==> src/hbd_defs.svh <==
// constants for the bridge drive protection controller
`ifndef HBD_DEFS_SVH
`define HBD_DEFS_SVH
// clock and timing
`define HBD_CLK_MHZ      200
`define HBD_CLK_KHZ      200000
`define HBD_DET_NS       500
`define HBD_DET_CYC      ((`HBD_DET_NS * `HBD_CLK_MHZ + 999) / 1000)
`define HBD_HICCUP_MS    112
`define HBD_HICCUP_CYC   (`HBD_HICCUP_MS * `HBD_CLK_MHZ * 1000)
`define HBD_SS_MS        5
`define HBD_SS_CYC       (`HBD_SS_MS * `HBD_CLK_MHZ * 1000)
`define HBD_BBM_NS       4
`define HBD_BBM_CYC      ((`HBD_BBM_NS * `HBD_CLK_MHZ + 999) / 1000)
`define HBD_ILIM_STEPS   255
// switching frequency per setting code, in kHz
`define HBD_FSW0_KHZ     200
`define HBD_FSW1_KHZ     100
`define HBD_FSW2_KHZ     246
`define HBD_FSW3_KHZ     464
`define HBD_FSW4_KHZ     607
`define HBD_FSW5_KHZ     700
`define HBD_FSW6_KHZ     900
`define HBD_FSW7_KHZ     1000
// register offsets
`define HBD_ADDR_CTRL    8'h00
`define HBD_ADDR_STATUS  8'h04
`define HBD_ADDR_ISTAT   8'h08
`define HBD_ADDR_IMASK   8'h0C
// reset values and event bit positions
`define HBD_CTRL_RST     1'h1
`define HBD_IMASK_RST    4'h0
`define HBD_EV_OCP       0
`define HBD_EV_RESTART   1
`define HBD_EV_OT_SET    2
`define HBD_EV_OT_CLR    3
`endif

==> src/hbd_pkg.sv <==
// types for the bridge drive protection controller
package hbd_pkg;
    typedef enum logic [5:0] {
        ST_OFF    = 6'h01,
        ST_DIS    = 6'h02,
        ST_SOFT   = 6'h04,
        ST_RUN    = 6'h08,
        ST_HICCUP = 6'h10,
        ST_THERM  = 6'h20
    } hbd_state_t;

    typedef struct packed {
        logic [1:0]  sg_s;
        logic [1:0]  en_s;
        logic [1:0]  ot_s;
        logic [1:0]  oca_s;
        logic [1:0]  ocb_s;
        logic [1:0]  fpin_s;
        logic [2:0]  fq_s1;
        logic [2:0]  fq_s2;
        hbd_state_t  st;
        logic        en_d;
        logic [10:0] ph_cnt;
        logic        phase;
        logic [7:0]  oc_cnt;
        logic [24:0] hic_cnt;
        logic [19:0] ss_pre;
        logic [7:0]  ilim;
        logic        out_a;
        logic        out_b;
        logic        out_oe;
        logic        fault;
        logic        sw_en;
        logic [3:0]  int_stat;
        logic [3:0]  int_mask;
        logic [31:0] rdata;
    } hbd_regs_t;
endpackage : hbd_pkg

==> src/hbd_ctrl.sv <==
// bridge phase generator with soft start, overcurrent hiccup and thermal shutdown
//
// Added by the designer: the placing of the registers and the plain strobed port.
`timescale 1ns/1ps
`include "hbd_defs.svh"

module hbd_ctrl #(
    parameter int HICCUP_CYC = `HBD_HICCUP_CYC,
    parameter int SS_CYC     = `HBD_SS_CYC
) (
    input  wire logic        clk,
    input  wire logic        rst_n,
    input  wire logic        clk_en,
    input  wire logic        supply_good,
    input  wire logic        enable_in,
    input  wire logic        over_temp,
    input  wire logic        ocp_trip_a,
    input  wire logic        ocp_trip_b,
    input  wire logic [2:0]  freq_set_input,
    input  wire logic [7:0]  reg_addr,
    input  wire logic [31:0] reg_wdata,
    input  wire logic        reg_wr,
    input  wire logic        reg_rd,
    output logic [31:0]      reg_rdata,
    output logic             bridge_out_a,
    output logic             bridge_out_a_oe,
    output logic             bridge_out_b,
    output logic             bridge_out_b_oe,
    input  wire logic        fault_n_i,
    output logic             fault_n_o,
    output logic             fault_n_oe,
    output logic [7:0]       current_limit,
    output logic             irq
);
    import hbd_pkg::*;

    localparam int          DET_LAST = `HBD_DET_CYC - 1;
    localparam int          SS_STEP  = SS_CYC / `HBD_ILIM_STEPS;
    localparam logic [10:0] BBM_CYC  = 11'(`HBD_BBM_CYC);

    // half period in clock cycles for a setting code
    function automatic logic [10:0] half_cyc(input logic [2:0] code);
        int khz;
        unique case (code)
            3'h0: khz = `HBD_FSW0_KHZ;
            3'h1: khz = `HBD_FSW1_KHZ;
            3'h2: khz = `HBD_FSW2_KHZ;
            3'h3: khz = `HBD_FSW3_KHZ;
            3'h4: khz = `HBD_FSW4_KHZ;
            3'h5: khz = `HBD_FSW5_KHZ;
            3'h6: khz = `HBD_FSW6_KHZ;
            3'h7: khz = `HBD_FSW7_KHZ;
        endcase
        return 11'(`HBD_CLK_KHZ / (2 * khz));
    endfunction : half_cyc

    hbd_regs_t   s_r;
    hbd_regs_t   s_nxt;
    logic        en_eff;
    logic        oc_now;
    logic        ot_now;
    logic        sg_now;
    logic [3:0]  ev;
    logic [10:0] half;

    // synchronised pin levels and combined enable
    assign sg_now = s_r.sg_s[1];
    assign ot_now = s_r.ot_s[1];
    assign oc_now = s_r.oca_s[1] | s_r.ocb_s[1];
    assign en_eff = s_r.en_s[1] & s_r.sw_en;
    assign half   = half_cyc(s_r.fq_s2);

    // next state of the whole block
    always_comb begin
        s_nxt = s_r;
        ev    = 4'h0;
        // two-stage synchronisers for all pins except clk_en, rst_n and the register port
        s_nxt.sg_s   = {s_r.sg_s[0], supply_good};
        s_nxt.en_s   = {s_r.en_s[0], enable_in};
        s_nxt.ot_s   = {s_r.ot_s[0], over_temp};
        s_nxt.oca_s  = {s_r.oca_s[0], ocp_trip_a};
        s_nxt.ocb_s  = {s_r.ocb_s[0], ocp_trip_b};
        s_nxt.fpin_s = {s_r.fpin_s[0], fault_n_i};
        s_nxt.fq_s1  = freq_set_input;
        s_nxt.fq_s2  = s_r.fq_s1;
        s_nxt.en_d   = en_eff;

        // mode sequencing
        unique case (s_r.st)
            ST_OFF: begin
                s_nxt.st = en_eff ? ST_SOFT : ST_DIS;
            end
            ST_DIS: begin
                if (en_eff && !s_r.en_d) begin
                    s_nxt.st = ST_SOFT;
                end
            end
            ST_SOFT: begin
                // current limit ramps; overcurrent is not watched here
                if (s_r.ss_pre == 20'(SS_STEP - 1)) begin
                    s_nxt.ss_pre = 20'h00000;
                    if (s_r.ilim == 8'hFF) begin
                        s_nxt.st = ST_RUN;
                    end else begin
                        s_nxt.ilim = s_r.ilim + 8'h01;
                    end
                end else begin
                    s_nxt.ss_pre = s_r.ss_pre + 20'h00001;
                end
            end
            ST_RUN: begin
                if (oc_now) begin
                    if (s_r.oc_cnt == 8'(DET_LAST)) begin
                        s_nxt.st      = ST_HICCUP;
                        s_nxt.hic_cnt = 25'(HICCUP_CYC - 1);
                        ev[`HBD_EV_OCP] = 1'b1;
                    end else begin
                        s_nxt.oc_cnt = s_r.oc_cnt + 8'h01;
                    end
                end else begin
                    s_nxt.oc_cnt = 8'h00;
                end
            end
            ST_HICCUP: begin
                if (s_r.hic_cnt == 25'h0000000) begin
                    s_nxt.st = ST_SOFT;
                    ev[`HBD_EV_RESTART] = 1'b1;
                end else begin
                    s_nxt.hic_cnt = s_r.hic_cnt - 25'h0000001;
                end
            end
            ST_THERM: begin
                if (!ot_now) begin
                    s_nxt.st = en_eff ? ST_SOFT : ST_DIS;
                    ev[`HBD_EV_OT_CLR] = 1'b1;
                end
            end
            default: begin
                s_nxt.st = ST_OFF;
            end
        endcase

        // overrides by priority: supply, temperature, enable
        if (!en_eff && s_r.st != ST_OFF && s_nxt.st != ST_THERM) begin
            s_nxt.st = ST_DIS;
        end
        if (ot_now && s_r.st != ST_OFF) begin
            s_nxt.st = ST_THERM;
            if (s_r.st != ST_THERM) begin
                ev[`HBD_EV_OT_SET] = 1'b1;
            end
        end
        if (!sg_now) begin
            s_nxt.st = ST_OFF;
            ev       = 4'h0;
        end

        // counters are cleared outside the states that use them
        if (s_nxt.st != ST_SOFT && s_nxt.st != ST_RUN) begin
            s_nxt.ss_pre = 20'h00000;
            s_nxt.ilim   = 8'h00;
        end
        if (s_nxt.st == ST_RUN) begin
            s_nxt.ilim = 8'hFF;
        end else begin
            s_nxt.oc_cnt = 8'h00;
        end
        if (s_nxt.st != ST_HICCUP) begin
            s_nxt.hic_cnt = 25'h0000000;
        end

        // phase generator with break-before-make gap
        if ((s_nxt.st == ST_SOFT || s_nxt.st == ST_RUN)
            && (s_r.st == ST_SOFT || s_r.st == ST_RUN)) begin
            if (s_r.ph_cnt >= half - 11'h001) begin
                s_nxt.ph_cnt = 11'h000;
                s_nxt.phase  = ~s_r.phase;
            end else begin
                s_nxt.ph_cnt = s_r.ph_cnt + 11'h001;
            end
        end else begin
            s_nxt.ph_cnt = 11'h000;
            s_nxt.phase  = 1'b0;
        end
        s_nxt.out_oe = (s_nxt.st == ST_SOFT || s_nxt.st == ST_RUN);
        s_nxt.out_a  = s_nxt.out_oe && !s_r.phase && (s_r.ph_cnt >= BBM_CYC);
        s_nxt.out_b  = s_nxt.out_oe && s_r.phase && (s_r.ph_cnt >= BBM_CYC);
        s_nxt.fault  = (s_nxt.st == ST_HICCUP || s_nxt.st == ST_THERM);

        // register writes
        if (reg_wr) begin
            if (reg_addr == `HBD_ADDR_CTRL) begin
                s_nxt.sw_en = reg_wdata[0];
            end
            if (reg_addr == `HBD_ADDR_IMASK) begin
                s_nxt.int_mask = reg_wdata[3:0];
            end
        end

        // sticky events: a read clears, a new event wins
        s_nxt.int_stat = s_r.int_stat | ev;
        if (reg_rd && reg_addr == `HBD_ADDR_ISTAT) begin
            s_nxt.int_stat = ev;
        end

        // read data stand only in the cycle after the strobe
        s_nxt.rdata = 32'h00000000;
        if (reg_rd) begin
            unique case (reg_addr)
                `HBD_ADDR_CTRL:   s_nxt.rdata = {31'h00000000, s_r.sw_en};
                `HBD_ADDR_STATUS: s_nxt.rdata = {16'h0000, s_r.ilim, s_r.fpin_s[1],
                                                 s_r.fault, s_r.st};
                `HBD_ADDR_ISTAT:  s_nxt.rdata = {28'h0000000, s_r.int_stat};
                `HBD_ADDR_IMASK:  s_nxt.rdata = {28'h0000000, s_r.int_mask};
                default:          s_nxt.rdata = 32'h00000000;
            endcase
        end
    end

    // state register, frozen while clock enable is low
    always_ff @(posedge clk or negedge rst_n) begin
        if (!rst_n) begin
            s_r          <= '0;
            s_r.st       <= ST_OFF;
            s_r.sw_en    <= `HBD_CTRL_RST;
            s_r.int_mask <= `HBD_IMASK_RST;
        end else if (clk_en) begin
            s_r <= s_nxt;
        end
    end

    // outputs
    assign reg_rdata       = s_r.rdata;
    assign bridge_out_a    = s_r.out_a;
    assign bridge_out_a_oe = s_r.out_oe;
    assign bridge_out_b    = s_r.out_b;
    assign bridge_out_b_oe = s_r.out_oe;
    assign fault_n_o       = 1'b0; // open drain: only pulls low
    assign fault_n_oe      = s_r.fault;
    assign current_limit   = s_r.ilim;
    assign irq             = |(s_r.int_stat & s_r.int_mask);
endmodule : hbd_ctrl

==> config.mk <==
export PLATFORM = sky130hd
export DESIGN_NAME = hbd_ctrl
export DESIGN_NICKNAME = d
export VERILOG_FILES = /design/src/hbd_pkg.sv /design/src/hbd_ctrl.sv
export VERILOG_INCLUDE_DIRS = /design/src
export SDC_FILE = /design/constraint.sdc
export NUM_CORES = 1
export LEC_CHECK = 0
export BUFFER_PORTS_ARGS = -buffer_cell sky130_fd_sc_hd__buf_2
export CORE_AREA = 2 2 314 316
export DETAILED_ROUTE_END_ITERATION = 12
export DIE_AREA = 0 0 316 318
export PLACE_DENSITY_LB_ADDON = 0.15
export SLEW_MARGIN = 20
export SYNTH_ARGS = -nofsm -noshare
export SYNTH_HDL_FRONTEND = slang
export SYNTH_SLANG_ARGS = --single-unit
==> constraint.sdc <==
create_clock -name clk -period 77.4 [get_ports clk]
set_input_delay 7.74 -clock clk [delete_from_list [all_inputs] [get_ports clk]]
set_output_delay 7.74 -clock clk [all_outputs]
set_load 0.02 [all_outputs]
## Word level (Yosys, flattened, before mapping)

Memories as Yosys holds them, arrays and structs flattened.
Index checks and enable logic that the tools add are counted.

| operators by class | value |
|---|---|
| bitwise operators | 5 |
| reduce and logical (&&, ||, !) cells | 31 |
| $add $sub $neg | 6 |
| order comparisons | 2 |
| divide/modulo/power cells | 1 |
| mux-type cells | 43 |
| eq/ne operators | 29 |

Operators with widths:

| operator | count |
|---|---|
| 25-bit two-way mux | 4 |
| 16-bit one-hot mux with 4 select lines | 1 |
| 6-bit two-way mux | 10 |
| 28-bit two-way mux | 2 |
| 8-bit two-way mux | 7 |
| 25-bit one-hot mux with 2 select lines | 1 |
| 6-bit one-hot mux with 6 select lines | 1 |
| 19-bit by 32-bit divider with 32-bit output (first input constant) | 1 |
| 25-bit logical NOT | 1 |
| 25-bit by 1-bit subtractor with 25-bit output (second input constant) | 1 |
| 20-bit by 1-bit adder with 20-bit output (second input constant) | 1 |
| 20-bit by 12-bit equality test with 1-bit output (second input constant) | 1 |
| 20-bit two-way mux | 1 |
| 8-bit by 1-bit adder with 8-bit output (second input constant) | 2 |
| 8-bit by 4-bit equality test with 1-bit output (second input constant) | 2 |
| 16-bit two-way mux | 1 |
| 6-bit by 3-bit equality test with 1-bit output (second input constant) | 2 |
| 6-bit by 4-bit equality test with 1-bit output (second input constant) | 2 |
| 6-bit by 5-bit equality test with 1-bit output (second input constant) | 2 |
| 6-bit equality test (second input constant) | 2 |
| 12-bit two-way mux | 1 |
| 3-bit inequality test (second input constant) | 4 |
| 6-bit inequality test (second input constant) | 2 |
| 11-bit by 1-bit adder with 11-bit output (second input constant) | 1 |
| 34 further kinds | 64 |

| storage, ports and cells | value |
|---|---|
| register bits | 143 |
| output and inout port bits | 47 |
| ROM bits | 80 |
| memories kept | 1 |
| logic and storage cells | 142 |

Memory list:

| name | words | width | read ports | clocked after Yosys merged registers in | write ports | RTL line | source |
|---|---|---|---|---|---|---|---|
| (no name shown) | 8 | 10 | 1 | 0 | 0 | hbd_ctrl.sv:44 | `unique case (code)` |

## Logic depth before layout (Yosys ltp)

Gate-level depths: netlist of run 1.

| logic depth | value |
|---|---|
| depth in word-level cells | 14 |
| gate-level depth with buffers | 314 |

## Least setup slack after synthesis of run 1

Ideal clock, no wire load.

| timing path | value |
|---|---|
| path kind | register to register |
| start point | register s_r[126] (netlist name) |
| end point | register s_r[110] (netlist name) |
| data arrival time | 57.608 ns |
| setup time | 0.095 ns |
| data required time | 77.305 ns |
| path buffers | 30 |
| cell stages (with the launch flop) | 293 |
| period minus slack after synthesis | 57.703 ns |
| slack | 19.697 ns |
| cells stage by stage | dfrtp_1 buf_2 inv_1 ha_1 nor2b_1 a21oi_1 ha_1 o211ai_1 a211oi_4 and3_1 ha_1 nand3_1 o31ai_1 a311oi_2 nor2_1 mux2_2 ha_1 nand3b_1 [257 not listed] nor2_1 o2111a_1 ha_1 ha_1 nor2b_1 o21a_1 o21a_1 o21ai_0 nand2b_1 a21oi_1 nor2b_1 o21ai_0 nand2b_1 a21oi_1 o21ai_0 inv_1 nand2_1 o31ai_1 |

| between the ends | value |
|---|---|
| word-level cells in the longest chain between the ends | 6 |

Ends and longest elaborated chain:

| item | RTL line | source |
|---|---|---|
| start, declared | hbd_ctrl.sv:57 | `hbd_regs_t s_r;` |
| start signal, assigned | hbd_ctrl.sv:228 | `s_r <= s_nxt;` |
| memory 8 x 10 bit | - |  |
| 19-bit by 32-bit divider with 32-bit output (no source line) | - |  |
| 11-bit by 1-bit subtractor with 11-bit output | hbd_ctrl.sv:175 | `if (s_r.ph_cnt >= half - 11'h001) begin` |
| 11-bit >= comparator | hbd_ctrl.sv:175 |  |
| 11-bit two-way mux | hbd_ctrl.sv:175 |  |
| 12-bit two-way mux | hbd_ctrl.sv:173 | `if ((s_nxt.st == ST_SOFT \|\| s_nxt.st == ST_RUN)` |

Every way passes these cells.
A chain may end at the register's enable or synchronous reset.

## Worst setup path in the final report of run 1

| timing path | value |
|---|---|
| start point | register s_r[125] (netlist name) |
| end point | register s_r[106] (netlist name) |

| between the ends | value |
|---|---|
| word-level cells in the longest chain between the ends | 6 |

Ends and longest elaborated chain:

| item | RTL line |
|---|---|
| memory 8 x 10 bit | - |
| 19-bit by 32-bit divider with 32-bit output (no source line) | - |
| 11-bit by 1-bit subtractor with 11-bit output | hbd_ctrl.sv:175 |
| 11-bit >= comparator | hbd_ctrl.sv:175 |
| 2-bit by 1-bit inequality test with 1-bit output (no source line) | - |
| 2-bit AND reduction (no source line) | - |

Every way passes these cells.

==> metrics.md, run 1 <==
| Metric | Value |
|---|---|
| Area growth from synthesis to final layout | 7.92% |
| Horizontal extent of the die | 316 um |
| Post-Place Cell Area | 28500 um2 |
| Clock transition at path regs | 0.07 ns |
| Data arrival time of the critical path | 70.47 ns |
| Post-synth top area cell | dfrtp_1 |
| Via count | 28568 |
| Worst Setup Slack, final | 7.22 ns |
| Area fraction in compound gates after synthesis | 32.5% |
| Iteration-0 DRC Markers | 2108 |
| Dominant register cell in the synthesized netlist | dfrtp_1 |
| Final Slew Violations | 0 |
| Average wire length per cell after detail routing | 20.0 um |
| R2R cell count | 268 |
| Max-cap violation count | 0 |
| H-tree lvl count | 4 |
| Die outline area | 100000 um2 |
| Synth cell types | 124 |
| N_diodes | 0 |
| Total setup violations reported at the end of the flow | 0 |
| Post-placement worst setup slack | 7.74 ns |
| Wire length reported by the detailed router | 101 mm |
| Worst path depth | 268 |
| Summed area of non-filler cells in the final layout | 29100 um2 |
| Cell type with the highest occurrence count on the critical path | a21oi_1 |
| Synthesized cell area | 26900 um2 |
| Number of enable-type register cells in the synthesized netlist | 0 |
| Number of antenna violations at the first check in global routing | 2 |
| Setup TNS | 0 ns |
| Largest cells by area after synthesis | dfrtp_1 12%, ha_1 8.6%, a21oi_1 6.0% |
| Routed via count divided by cell count | 5.67 |
| Critical Path Max Stage Delay | 0.75 ns |
| Data required time at the worst endpoint | 77.69 ns |
| Die outline height | 318 um |
| Flops & latches, synth | 127 |
| RSZ-0062 raised after global routing | false |
| Master cell of the clock root buffer | clkbuf_16 |
| Maximum number of pins on one net before global-route repair | 82 |
| Hold-fix buffers, CTS | 0 |
| CTS tree | done |
| Post-Synthesis Mean Instance Area | 7.13 um2 |
| Number of buffers and inverters on the critical path | 20 |
| Critical setup path kind | reg -> reg |
| Via count of the first global-routing pass | 27065 |
| Cell depth of the worst hold path | 1 |
| Number of clock sinks | 127 |
| Share of layout cells above drive strength 1 | 9.17% |
| Period minus WS final | 70.18 ns |
| Global Route Usage Sum | 19.3% |
| Share of async-settable or async-resettable flops after synthesis | 100% |
| Antenna Nets Post-Route | 0 |
| Slew headroom | 29.9% |
| Global-route wire length before repair | 158 mm |
| YS warnings | 0 |
| Starting utilization of the core area | 27.7% |
| Dominant delay contributor by cell family on the critical path | compound AO/OA/AOI/OAI gates |
| Outcome | complete, no violations |
| Non-filler instance count after layout | 5037 |
| FILL cells | 10721 |
| Cell Count Post-Placement | 5006 |
| Synth Area in Adders | 8.64% |
| Overflow left after global routing | 0 |
| Clock latency at the later pin of the worst-skew pair | 0.44 ns |
| Clock Skew | 0.0164 ns |
| Final GP Congestion | 0.878 |
| Total of cells resized after clock tree synthesis | 0 |
| Kind of path behind the tightest hold check | reg -> reg |
| Synthesized netlist cell count | 3779 |
| Highest clock frequency the design can meet | 0.0142 GHz |
| Final #Nets | 3978 |
| Highest net fanout along the worst path | 22 |
| Synth Area in Simple Gates | 29.0% |
| I/O pin total | 101 |
| Post-route fraction of the period consumed by the critical path | 90.7% |
| Post-CTS Setup Repair Bufs | 0 |
| Sequential-to-total area share from yosys stat | 11.8% |
| Combinational family with the most area after synthesis | compound AO/OA/AOI/OAI gates |
| Core Area | 97400 um2 |
| Startpoint type of the worst setup path | flip-flop |
| Iteration count of the initial detailed-routing pass | 5 |
| Half-perimeter wire length of the detailed placement result | 76.8 mm |
| # rows | 115 |
| Most common cell after layout, fill and taps aside | nor2_1 |
| Number of input and output port buffers inserted | 55 |
| Mux contribution to synthesized area | 4.19% |
| Slowest-stage cell, CP | dfrtp_1 |
| Hold Vio Cnt, Final | 0 |
| Synth top area share | 11.6% |
| Cts bufs inserted | 17 |
| Parity-gate share of the synthesized area counting xor and xnor cells | 9.06% |
| Commonest cells after routing, fill and taps aside | 360 x nor2_1, 353 x nand2_1, 321 x a21oi_1, 238 x o21ai_0, 184 x ha_1 |
| CP endpoint kind | flip-flop |
| Slew at the pin closest to its max-slew limit | 1.03 ns |
| Remaining routing DRC violations | 0 |
| Maximum clock insertion buffer count | 2 |
## logic make-up after synthesis
| family | count (synthesis) |
|---|---|
| other | 1 |
| xor gates and xnor gates | 277 |
| and+or+nand+nor | 1508 |
| AOI/OAI and AO/OA | 1296 |
| DFF | 127 |
| adders and majority gates | 186 |
| muxes | 101 |
| buffers and inverters | 283 |
## cell usage after synthesis, drive strengths merged (83+ instances only)
| cell type | number |
|---|---|
| xor2 | 94 |
| clkbuf | 109 |
| nand2 | 356 |
| nand3 | 140 |
| o21ai | 265 |
| dfrtp | 125 |
| nor3 | 105 |
| a21o | 83 |
| a21oi | 327 |
| nor2 | 364 |
| xnor2 | 182 |
| ha | 186 |
| inv | 88 |
| buf | 85 |
## worst paths after layout
check | startpoint | end | slack (ns)
worst max-delay path | s_r[125]$_DFFE_PN0P_ | s_r[106]$_DFFE_PN0P_ | 7.22
max in group asynchronous | rst_n | s_r[127]$_DFFE_PN0P_ | 68.91
min in group asynchronous | rst_n | reg_rdata[0]$_DFFE_PN0P_ | 7.34
worst min-delay path | s_r[105]$_DFFE_PN0P_ | s_r[105]$_DFFE_PN0P_ | 0.47
worst min register to register | s_r[105]$_DFFE_PN0P_ | s_r[105]$_DFFE_PN0P_ | 0.47
worst max register to register | s_r[125]$_DFFE_PN0P_ | s_r[106]$_DFFE_PN0P_ | 7.22
## through the flow
stage	utilization [%]	hold WS [ns]
after global placement	29.2	0.468
after floorplan	-	0.438
after detailed placement	29.2	0.460
after CTS	29.8	0.478
final	29.8	0.472
after global routing	29.8	0.515
## metal layers
| layer | global-route usage (%) | routed length [um] |
|---|---|---|
| met3 | 1.36 | 3570 |
| met4 | 3.70 | 1620 |
| met1 | 28.1 | 50000 |
| met5 | 0 | 0 |
| met2 | 31.1 | 45500 |
## state kept, by name (all words and copies together) (netlist names)
signal / cells
s_nxt: 9
reg_rdata: 16
bridge_out_b: 1
ot_now: 1
s_r: 89
bridge_out_a_oe: 1
bridge_out_a: 1
fault_n_oe: 1
current_limit: 8
## area by class of cell
class	count	area (um2)	area share [%]
multi-input combinational	3388	22600	77.8
clock buffer	17	425	1.46
sequential	127	3180	10.9
tap	1287	1610	5.54
clock inverter	14	179	0.616
inverter	89	334	1.15
timing repair buffer	115	732	2.52
Power of run 1 is not shown: default switching activity piles up to over one toggle a cycle in this logic, so the estimate is an artifact.
==> run 2: changes to the inputs <==
--- a/config.mk
+++ b/config.mk
@@ -7,9 +7,9 @@
 export NUM_CORES = 1
 export LEC_CHECK = 0
 export BUFFER_PORTS_ARGS = -buffer_cell sky130_fd_sc_hd__buf_2
-export CORE_AREA = 2 2 314 316
+export CORE_AREA = 2 2 238 416
 export DETAILED_ROUTE_END_ITERATION = 12
-export DIE_AREA = 0 0 316 318
+export DIE_AREA = 0 0 240 418
 export PLACE_DENSITY_LB_ADDON = 0.15
 export SLEW_MARGIN = 20
 export SYNTH_ARGS = -nofsm -noshare
==> run 2 against run 1 <==
Net effect:
- critical path depth rose by 9
- largest cell class unchanged
- non-clock buffer count up 7
- flip-flop and latch count unchanged
- worst hold slack better by 0.0090 ns
==> metrics.md, run 2 (synthesis results as in run 1) <==
| Metric | Value |
|---|---|
| Maximum number of pins on one net before global-route repair | 71 (was 82) |
| Via count | 29198 (was 28568) |
| Slew headroom | 24.4% (was 29.9%) |
| Summed area of non-filler cells in the final layout | 29200 um2 (was 29100 um2) |
| Half-perimeter wire length of the detailed placement result | 89.1 mm (was 76.8 mm) |
| Master cell of the clock root buffer | clkbuf_16 (unchanged) |
| Final GP Congestion | 0.887 (was 0.878) |
| Destination of the critical timing path | s_r[106]$_DFFE_PN0P_ (unchanged) |
| Overflow left after global routing | 0 (unchanged) |
| Hold-fix buffers, CTS | 0 (unchanged) |
| Maximum clock insertion buffer count | 3 (was 2) |
| Hold Vio Cnt, Final | 0 (unchanged) |
| Critical path origin | s_r[126]$_DFFE_PN0P_ (was s_r[125]$_DFFE_PN0P_) |
| Post-placement worst setup slack | 5.32 ns (was 7.74 ns) |
| Remaining routing DRC violations | 0 (unchanged) |
| H-tree lvl count | 4 (unchanged) |
| Slew at the pin closest to its max-slew limit | 1.12 ns (was 1.03 ns) |
| Area growth from synthesis to final layout | 8.54% (was 7.92%) |
| Most common cell after layout, fill and taps aside | nor2_1 (unchanged) |
| Post-route fraction of the period consumed by the critical path | 92.5% (was 90.7%) |
| Total setup violations reported at the end of the flow | 0 (unchanged) |
| Worst setup slack for register-to-register paths | 5.83 ns (was 7.22 ns) |
| Final #Nets | 3993 (was 3978) |
| Number of antenna violations at the first check in global routing | 2 (unchanged) |
| Cell type with the highest occurrence count on the critical path | a21oi_1 (unchanged) |
| N_diodes | 0 (unchanged) |
| Slowest-stage cell, CP | dfrtp_1 (unchanged) |
| Via count of the first global-routing pass | 29795 (was 27065) |
| Cts bufs inserted | 25 (was 17) |
| Max FFs per register | 89 (unchanged) |
| Highest net fanout along the worst path | 28 (was 22) |
| Number of input and output port buffers inserted | 55 (unchanged) |
| Final Slew Violations | 0 (unchanged) |
| Global-route wire length before repair | 172 mm (was 158 mm) |
| Core Area | 96700 um2 (was 97400 um2) |
| Horizontal extent of the die | 240 um (was 316 um) |
| Clock Skew | 0.0217 ns (was 0.0164 ns) |
| Wire length reported by the detailed router | 112 mm (was 101 mm) |
| Launch instance of the worst register-to-register path | s_r[126]$_DFFE_PN0P_ (was s_r[125]$_DFFE_PN0P_) |
| Antenna Nets Post-Route | 0 (unchanged) |
| Kind of path behind the tightest hold check | reg -> reg (unchanged) |
| Data required time at the worst endpoint | 77.75 ns (was 77.69 ns) |
| Die outline area | 100000 um2 (about the same) |
| Outcome | complete, no violations (unchanged) |
| Post-CTS Setup Repair Bufs | 0 (unchanged) |
| I/O pin total | 101 (unchanged) |
| RSZ-0062 raised after global routing | false (unchanged) |
| # rows | 151 (was 115) |
| Die outline height | 418 um (was 318 um) |
| Average wire length per cell after detail routing | 22.1 um (was 20.0 um) |
| Number of clock sinks | 127 (unchanged) |
| Clock latency at the later pin of the worst-skew pair | 0.49 ns (was 0.44 ns) |
| Critical setup path kind | reg -> reg (unchanged) |
| Iteration count of the initial detailed-routing pass | 6 (was 5) |
| R2R Path End | s_r[106]$_DFFE_PN0P_ (unchanged) |
| Commonest cells after routing, fill and taps aside | 358 x nor2_1, 353 x nand2_1, 321 x a21oi_1, 236 x o21ai_0, 184 x ha_1 (was 360 x nor2_1, 353 x nand2_1, 321 x a21oi_1, 238 x o21ai_0, 184 x ha_1) |
| CTS tree | done (unchanged) |
| Period minus WS final | 71.57 ns (was 70.18 ns) |
| Share of layout cells above drive strength 1 | 9.47% (was 9.17%) |
| Data arrival time of the critical path | 71.91 ns (was 70.47 ns) |
| Starting utilization of the core area | 27.8% (was 27.7%) |
| Setup TNS | 0 ns (unchanged) |
| FILL cells | 10908 (was 10721) |
| Clock transition at path regs | 0.05 ns (was 0.07 ns) |
| Post-Place Cell Area | 28500 um2 (about the same) |
| Startpoint type of the worst setup path | flip-flop (unchanged) |
| Iteration-0 DRC Markers | 1296 (was 2108) |
| Global Route Usage Sum | 21.9% (was 19.3%) |
| CP endpoint kind | flip-flop (unchanged) |
| Highest clock frequency the design can meet | 0.0140 GHz (was 0.0142 GHz) |
| Critical Path Max Stage Delay | 0.73 ns (was 0.75 ns) |
| Max-cap violation count | 0 (unchanged) |
| Largest Register | s_r (unchanged) |
| Routed via count divided by cell count | 5.77 (was 5.67) |
| R2R cell count | 277 (was 268) |
| Worst Setup Slack, final | 5.83 ns (was 7.22 ns) |
## run 2: cell count changes in the layout (fill, tap and decap cells not counted), sizes merged
cell / previous run / this run
clkbuf: 17 / 30
buf: 115 / 122
inv: 95 / 89
bufinv: 3 / 0
clkinv: 3 / 2
clkinvlp: 2 / 1
## run 2: worst max-delay path: cells and delay by family, from the launching register on
kind                       cells  cell delay [ns]
adders and majority gates     30            10.51
and+or+nand+nor               96            24.51
xor gates and xnor gates       2             0.21
AOI/OAI and AO/OA            119            28.56
buffers and inverters         25             4.84
muxes                          5             1.78
DFF                            1             0.73
## run 2: layout make-up
| cell class | count | area, um2 | area share [%] |
|---|---|---|---|
| flip-flops and latches | 127 | 3180 | 10.9 |
| clock buffers | 30 | 674 | 2.31 |
| repair buffers | 122 | 785 | 2.68 |
| multi-input cells | 3388 | 22600 | 77.4 |
| well taps | 1300 | 1630 | 5.56 |
| inverters | 89 | 334 | 1.14 |
| clock inverters | 3 | 17.5 | 0.0599 |
## run 2: worst min-delay path by stage
stage	startpoint	to	slack, ns	cells past startpoint
5_1_grt	s_r[105]$_DFFE_PN0P_	s_r[105]$_DFFE_PN0P_	0.50	1
6_report	s_nxt[138]$_DFFE_PN0P_	ot_now$_DFFE_PN0P_	0.48	2
3_5_place_dp	s_r[106]$_DFFE_PN0P_	bridge_out_a$_DFFE_PN0P_	0.47	1
3_3_place_gp	s_r[105]$_DFFE_PN0P_	s_r[105]$_DFFE_PN0P_	0.47	1
2_1_floorplan	s_r[106]$_DFFE_PN0P_	bridge_out_a$_DFFE_PN0P_	0.44	1
4_1_cts	s_r[105]$_DFFE_PN0P_	s_r[105]$_DFFE_PN0P_	0.48	1
## run 2: repair_timing
action | 4_1_cts | 5_1_grt
endpoints found under the setup margin | 0 | 12
resized for setup | 0 | 5
hold endpoints to repair | 0 | 0
## run 2: metrics by stage
step	util, %	hold slack [ns]	instances
2_1_floorplan	-	0.438	3798
3_3_place_gp	29.5	0.467	5026
3_5_place_dp	29.5	0.470	5026
4_1_cts	30.2	0.482	5059
5_1_grt	30.2	0.499	5059
6_report	30.2	0.481	5059
## run 2: routing by layer
metal / vias up / wire length [um] / GRT usage (%)
met2: 746 / 62000 / 44.3
li1: 14185 / - / -
met5: - / 0 / 0
met1: 13913 / 38700 / 20.4
met3: 354 / 2830 / 1.62
met4: 0 / 8130 / 14.5
Power of run 2 is left out for the same reason.
==> run 3: changes to the inputs <==
--- a/config.mk
+++ b/config.mk
@@ -6,10 +6,12 @@
 export SDC_FILE = /design/constraint.sdc
 export NUM_CORES = 1
 export LEC_CHECK = 0
+export ABC_AREA = 1
 export BUFFER_PORTS_ARGS = -buffer_cell sky130_fd_sc_hd__buf_2
-export CORE_AREA = 2 2 238 416
+export CORE_AREA = 2 2 250 437
+export CTS_CLUSTER_DIAMETER = 80
 export DETAILED_ROUTE_END_ITERATION = 12
-export DIE_AREA = 0 0 240 418
+export DIE_AREA = 0 0 252 439
 export PLACE_DENSITY_LB_ADDON = 0.15
 export SLEW_MARGIN = 20
 export SYNTH_ARGS = -nofsm -noshare
==> run 3 against run 2 <==
Net effect:
- final cell count is 23% higher
- worst hold slack lost 0.027 ns
- clock-buffer cell count decreased by 13
- critical path type unchanged
- first-iteration DRC count increased by 13%
- flip-flop and latch count did not move
- global-route usage down 1.4 points
- clock skew fell by 0.010 ns
==> metrics.md, run 3 <==
| Metric | Value |
|---|---|
| Outcome | complete, no violations (unchanged) |
| Wire length reported by the detailed router | 116 mm (was 112 mm) |
| Starting utilization of the core area | 27.9% (was 27.8%) |
| Cell type with the highest occurrence count on the critical path | ha_1 (was a21oi_1) |
| Flops & latches, synth | 127 (unchanged) |
| Iteration count of the initial detailed-routing pass | 6 (unchanged) |
| R2R cell count | 264 (was 277) |
| Cell depth of the worst hold path | 1 (was 2) |
| Iteration-0 DRC Markers | 1459 (was 1296) |
| Area growth from synthesis to final layout | 5.34% (was 8.54%) |
| Period minus WS final | 53.79 ns (was 71.57 ns) |
| Setup TNS | 0 ns (unchanged) |
| Synthesized cell area | 29800 um2 (was 26900 um2) |
| Sequential-to-total area share from yosys stat | 10.7% (was 11.8%) |
| I/O pin total | 101 (unchanged) |
| Master cell of the clock root buffer | clkbuf_16 (unchanged) |
| Largest cells by area after synthesis | nand2_1 15%, dfrtp_1 10%, ha_1 7.8% (was dfrtp_1 12%, ha_1 8.6%, a21oi_1 6.0%) |
| Number of enable-type register cells in the synthesized netlist | 0 (unchanged) |
| Synth top area share | 15.1% (was 11.6%) |
| RSZ-0062 raised after global routing | false (unchanged) |
| Largest Register | s_r (unchanged) |
| Remaining routing DRC violations | 0 (unchanged) |
| Clock transition at path regs | 0.06 ns (was 0.05 ns) |
| Final Slew Violations | 0 (unchanged) |
| Horizontal extent of the die | 252 um (was 240 um) |
| Average wire length per cell after detail routing | 18.6 um (was 22.1 um) |
| Via count | 31079 (was 29198) |
| Number of buffers and inverters on the critical path | 38 (was 25) |
| Commonest cells after routing, fill and taps aside | 1203 x nand2_1, 606 x inv_1, 454 x nor2_1, 422 x nand3_1, 234 x o21ai_0 (was 358 x nor2_1, 353 x nand2_1, 321 x a21oi_1, 236 x o21ai_0, 184 x ha_1) |
| CTS tree | done (unchanged) |
| Global Route Usage Sum | 20.5% (was 21.9%) |
| Die outline area | 111000 um2 (was 100000 um2) |
| Data arrival time of the critical path | 54.08 ns (was 71.91 ns) |
| CP endpoint kind | flip-flop (unchanged) |
| Global-route wire length before repair | 176 mm (was 172 mm) |
| Slew at the pin closest to its max-slew limit | 1.18 ns (was 1.12 ns) |
| Post-CTS Setup Repair Bufs | 0 (unchanged) |
| Max FFs per register | 89 (unchanged) |
| Critical Path Max Stage Delay | 0.79 ns (was 0.73 ns) |
| Hold Vio Cnt, Final | 0 (unchanged) |
| Slew headroom | 20.3% (was 24.4%) |
| Half-perimeter wire length of the detailed placement result | 95.3 mm (was 89.1 mm) |
| Kind of path behind the tightest hold check | reg -> reg (unchanged) |
| Routed via count divided by cell count | 4.99 (was 5.77) |
| Most repeated cell in the gate-level netlist after synthesis | nand2_1 (was nor2_1) |
| H-tree lvl count | 4 (unchanged) |
| Post-route fraction of the period consumed by the critical path | 69.5% (was 92.5%) |
| Leading cell types by count after synthesis | 1203 x nand2_1, 607 x inv_1, 454 x nor2_1 (was 361 x nor2_1, 354 x nand2_1, 324 x a21oi_1) |
| # rows | 159 (was 151) |
| Number of antenna violations at the first check in global routing | 0 (was 2) |
| Die outline height | 439 um (was 418 um) |
| YS warnings | 0 (unchanged) |
| Maximum clock insertion buffer count | 2 (was 3) |
| Highest clock frequency the design can meet | 0.0186 GHz (was 0.0140 GHz) |
| Worst path depth | 264 (was 277) |
| Antenna Nets Post-Route | 0 (unchanged) |
| Dominant delay contributor by cell family on the critical path | simple AND/OR/NAND/NOR gates (was compound AO/OA/AOI/OAI gates) |
| Post-Synthesis Mean Instance Area | 6.12 um2 (was 7.13 um2) |
| Clock latency at the later pin of the worst-skew pair | 0.43 ns (was 0.49 ns) |
| Dominant register cell in the synthesized netlist | dfrtp_1 (unchanged) |
| Slowest-stage cell, CP | dfrtp_1 (unchanged) |
| Total of cells resized after clock tree synthesis | 0 (unchanged) |
| Overflow left after global routing | 0 (unchanged) |
| Hold-fix buffers, CTS | 0 (unchanged) |
| Core Area | 107000 um2 (was 96700 um2) |
| Share of async-settable or async-resettable flops after synthesis | 100% (unchanged) |
| N_diodes | 0 (unchanged) |
| Number of input and output port buffers inserted | 55 (unchanged) |
| Share of layout cells above drive strength 1 | 16.6% (was 9.47%) |
| Via count of the first global-routing pass | 30948 (was 29795) |
| Total setup violations reported at the end of the flow | 0 (unchanged) |
| Cts bufs inserted | 17 (was 25) |
| Number of clock sinks | 127 (unchanged) |
| Synth cell types | 90 (was 124) |
| Startpoint type of the worst setup path | flip-flop (unchanged) |
| Maximum number of pins on one net before global-route repair | 70 (was 71) |
| Data required time at the worst endpoint | 77.70 ns (was 77.75 ns) |
| Final GP Congestion | 0.931 (was 0.887) |
| Clock Skew | 0.0116 ns (was 0.0217 ns) |
| Post-synth top area cell | nand2_1 (was dfrtp_1) |
| Final #Nets | 5094 (was 3993) |
| Critical setup path kind | reg -> reg (unchanged) |
| Most common cell after layout, fill and taps aside | nand2_1 (was nor2_1) |
| Highest net fanout along the worst path | 34 (was 28) |
| Synthesized netlist cell count | 4873 (was 3779) |
| Max-cap violation count | 0 (unchanged) |
==> run 3: cell count changes after synthesis, sizes merged, moves of 47 or more <==
| cell | before | now |
|---|---|---|
| inv | 88 | 660 |
| nand3 | 140 | 553 |
| nand2b | 70 | 0 |
| nor2b | 52 | 2 |
| nand2 | 356 | 1492 |
| nand4 | 61 | 161 |
| xnor2 | 182 | 54 |
| nor2 | 364 | 575 |
| mux2 | 59 | 4 |
| clkbuf | 109 | 51 |
| a21o | 83 | 5 |
| a21oi | 327 | 182 |
| a31oi | 66 | 19 |
| and3 | 67 | 5 |
==> run 3: layer usage <==
metal	track usage (%)	up-vias	wire length [um]
li1	-	15884	-
met1	19.3	14456	40900
met2	42.8	503	65800
met3	1.07	236	1790
met4	11.3	0	7320
met5	0	-	0
==> run 3: path summary, 6_finish.rpt <==
check	start	slack, ns	endpoint
min in group asynchronous	rst_n	7.29	reg_rdata[9]$_DFFE_PN0P_
max in group asynchronous	rst_n	68.77	s_r[125]$_DFFE_PN0P_
max	s_r[126]$_DFFE_PN0P_	23.61	s_r[106]$_DFFE_PN0P_
min reg2reg	s_r[106]$_DFFE_PN0P_	0.45	bridge_out_a$_DFFE_PN0P_
max reg2reg	s_r[126]$_DFFE_PN0P_	23.61	s_r[106]$_DFFE_PN0P_
min	s_r[106]$_DFFE_PN0P_	0.45	bridge_out_a$_DFFE_PN0P_
==> run 3: through the flow <==
| stage | hold WS [ns] | worst slack, ns | area (um2) | util (%) | instances |
|---|---|---|---|---|---|
| floorplan | 0.431 | 36.31 | 29900 | - | 4892 |
| global placement | 0.447 | 23.70 | 30800 | 28.8 | 6203 |
| detailed placement | 0.452 | 23.64 | 30800 | 28.8 | 6203 |
| CTS | 0.460 | 23.48 | 31400 | 29.3 | 6234 |
| global route | 0.501 | 19.51 | 31400 | 29.3 | 6234 |
| finish | 0.454 | 23.61 | 31400 | 29.3 | 6234 |
==> run 3: final cells by class <==
class | count | area [um2]
flip-flops and latches | 127 | 3180
repair buffers | 84 | 499
inverters | 692 | 2660
fillers | 12192 | 75600
well taps | 1368 | 1710
multi-input cells | 3932 | 22700
clock inverters | 14 | 209
clock buffers | 17 | 425
==> run 3: worst reg2reg max path: cells and delay by family, from the launching register on <==
kind	cells	cell delay, ns
AO/OA/AOI/OAI	62	15.38
XOR/XNOR	1	0.21
adder cells (fa/ha/maj)	30	9.95
flip-flops	1	0.79
buffers and inverters	38	5.92
AND/OR/NAND/NOR	133	21.40
==> run 3: kinds of logic after synthesis <==
logic type	count (synthesis)	share of synthesized area, %
XOR/XNOR	163	4.81
AND/OR/NAND/NOR	2978	51.7
other	1	0.0126
adder cells (fa/ha/maj)	186	7.80
buffers and inverters	833	13.4
flip-flops	127	10.7
AO/OA/AOI/OAI	581	11.4
multiplexers	4	0.151
Power of run 3 is left out for the same reason.
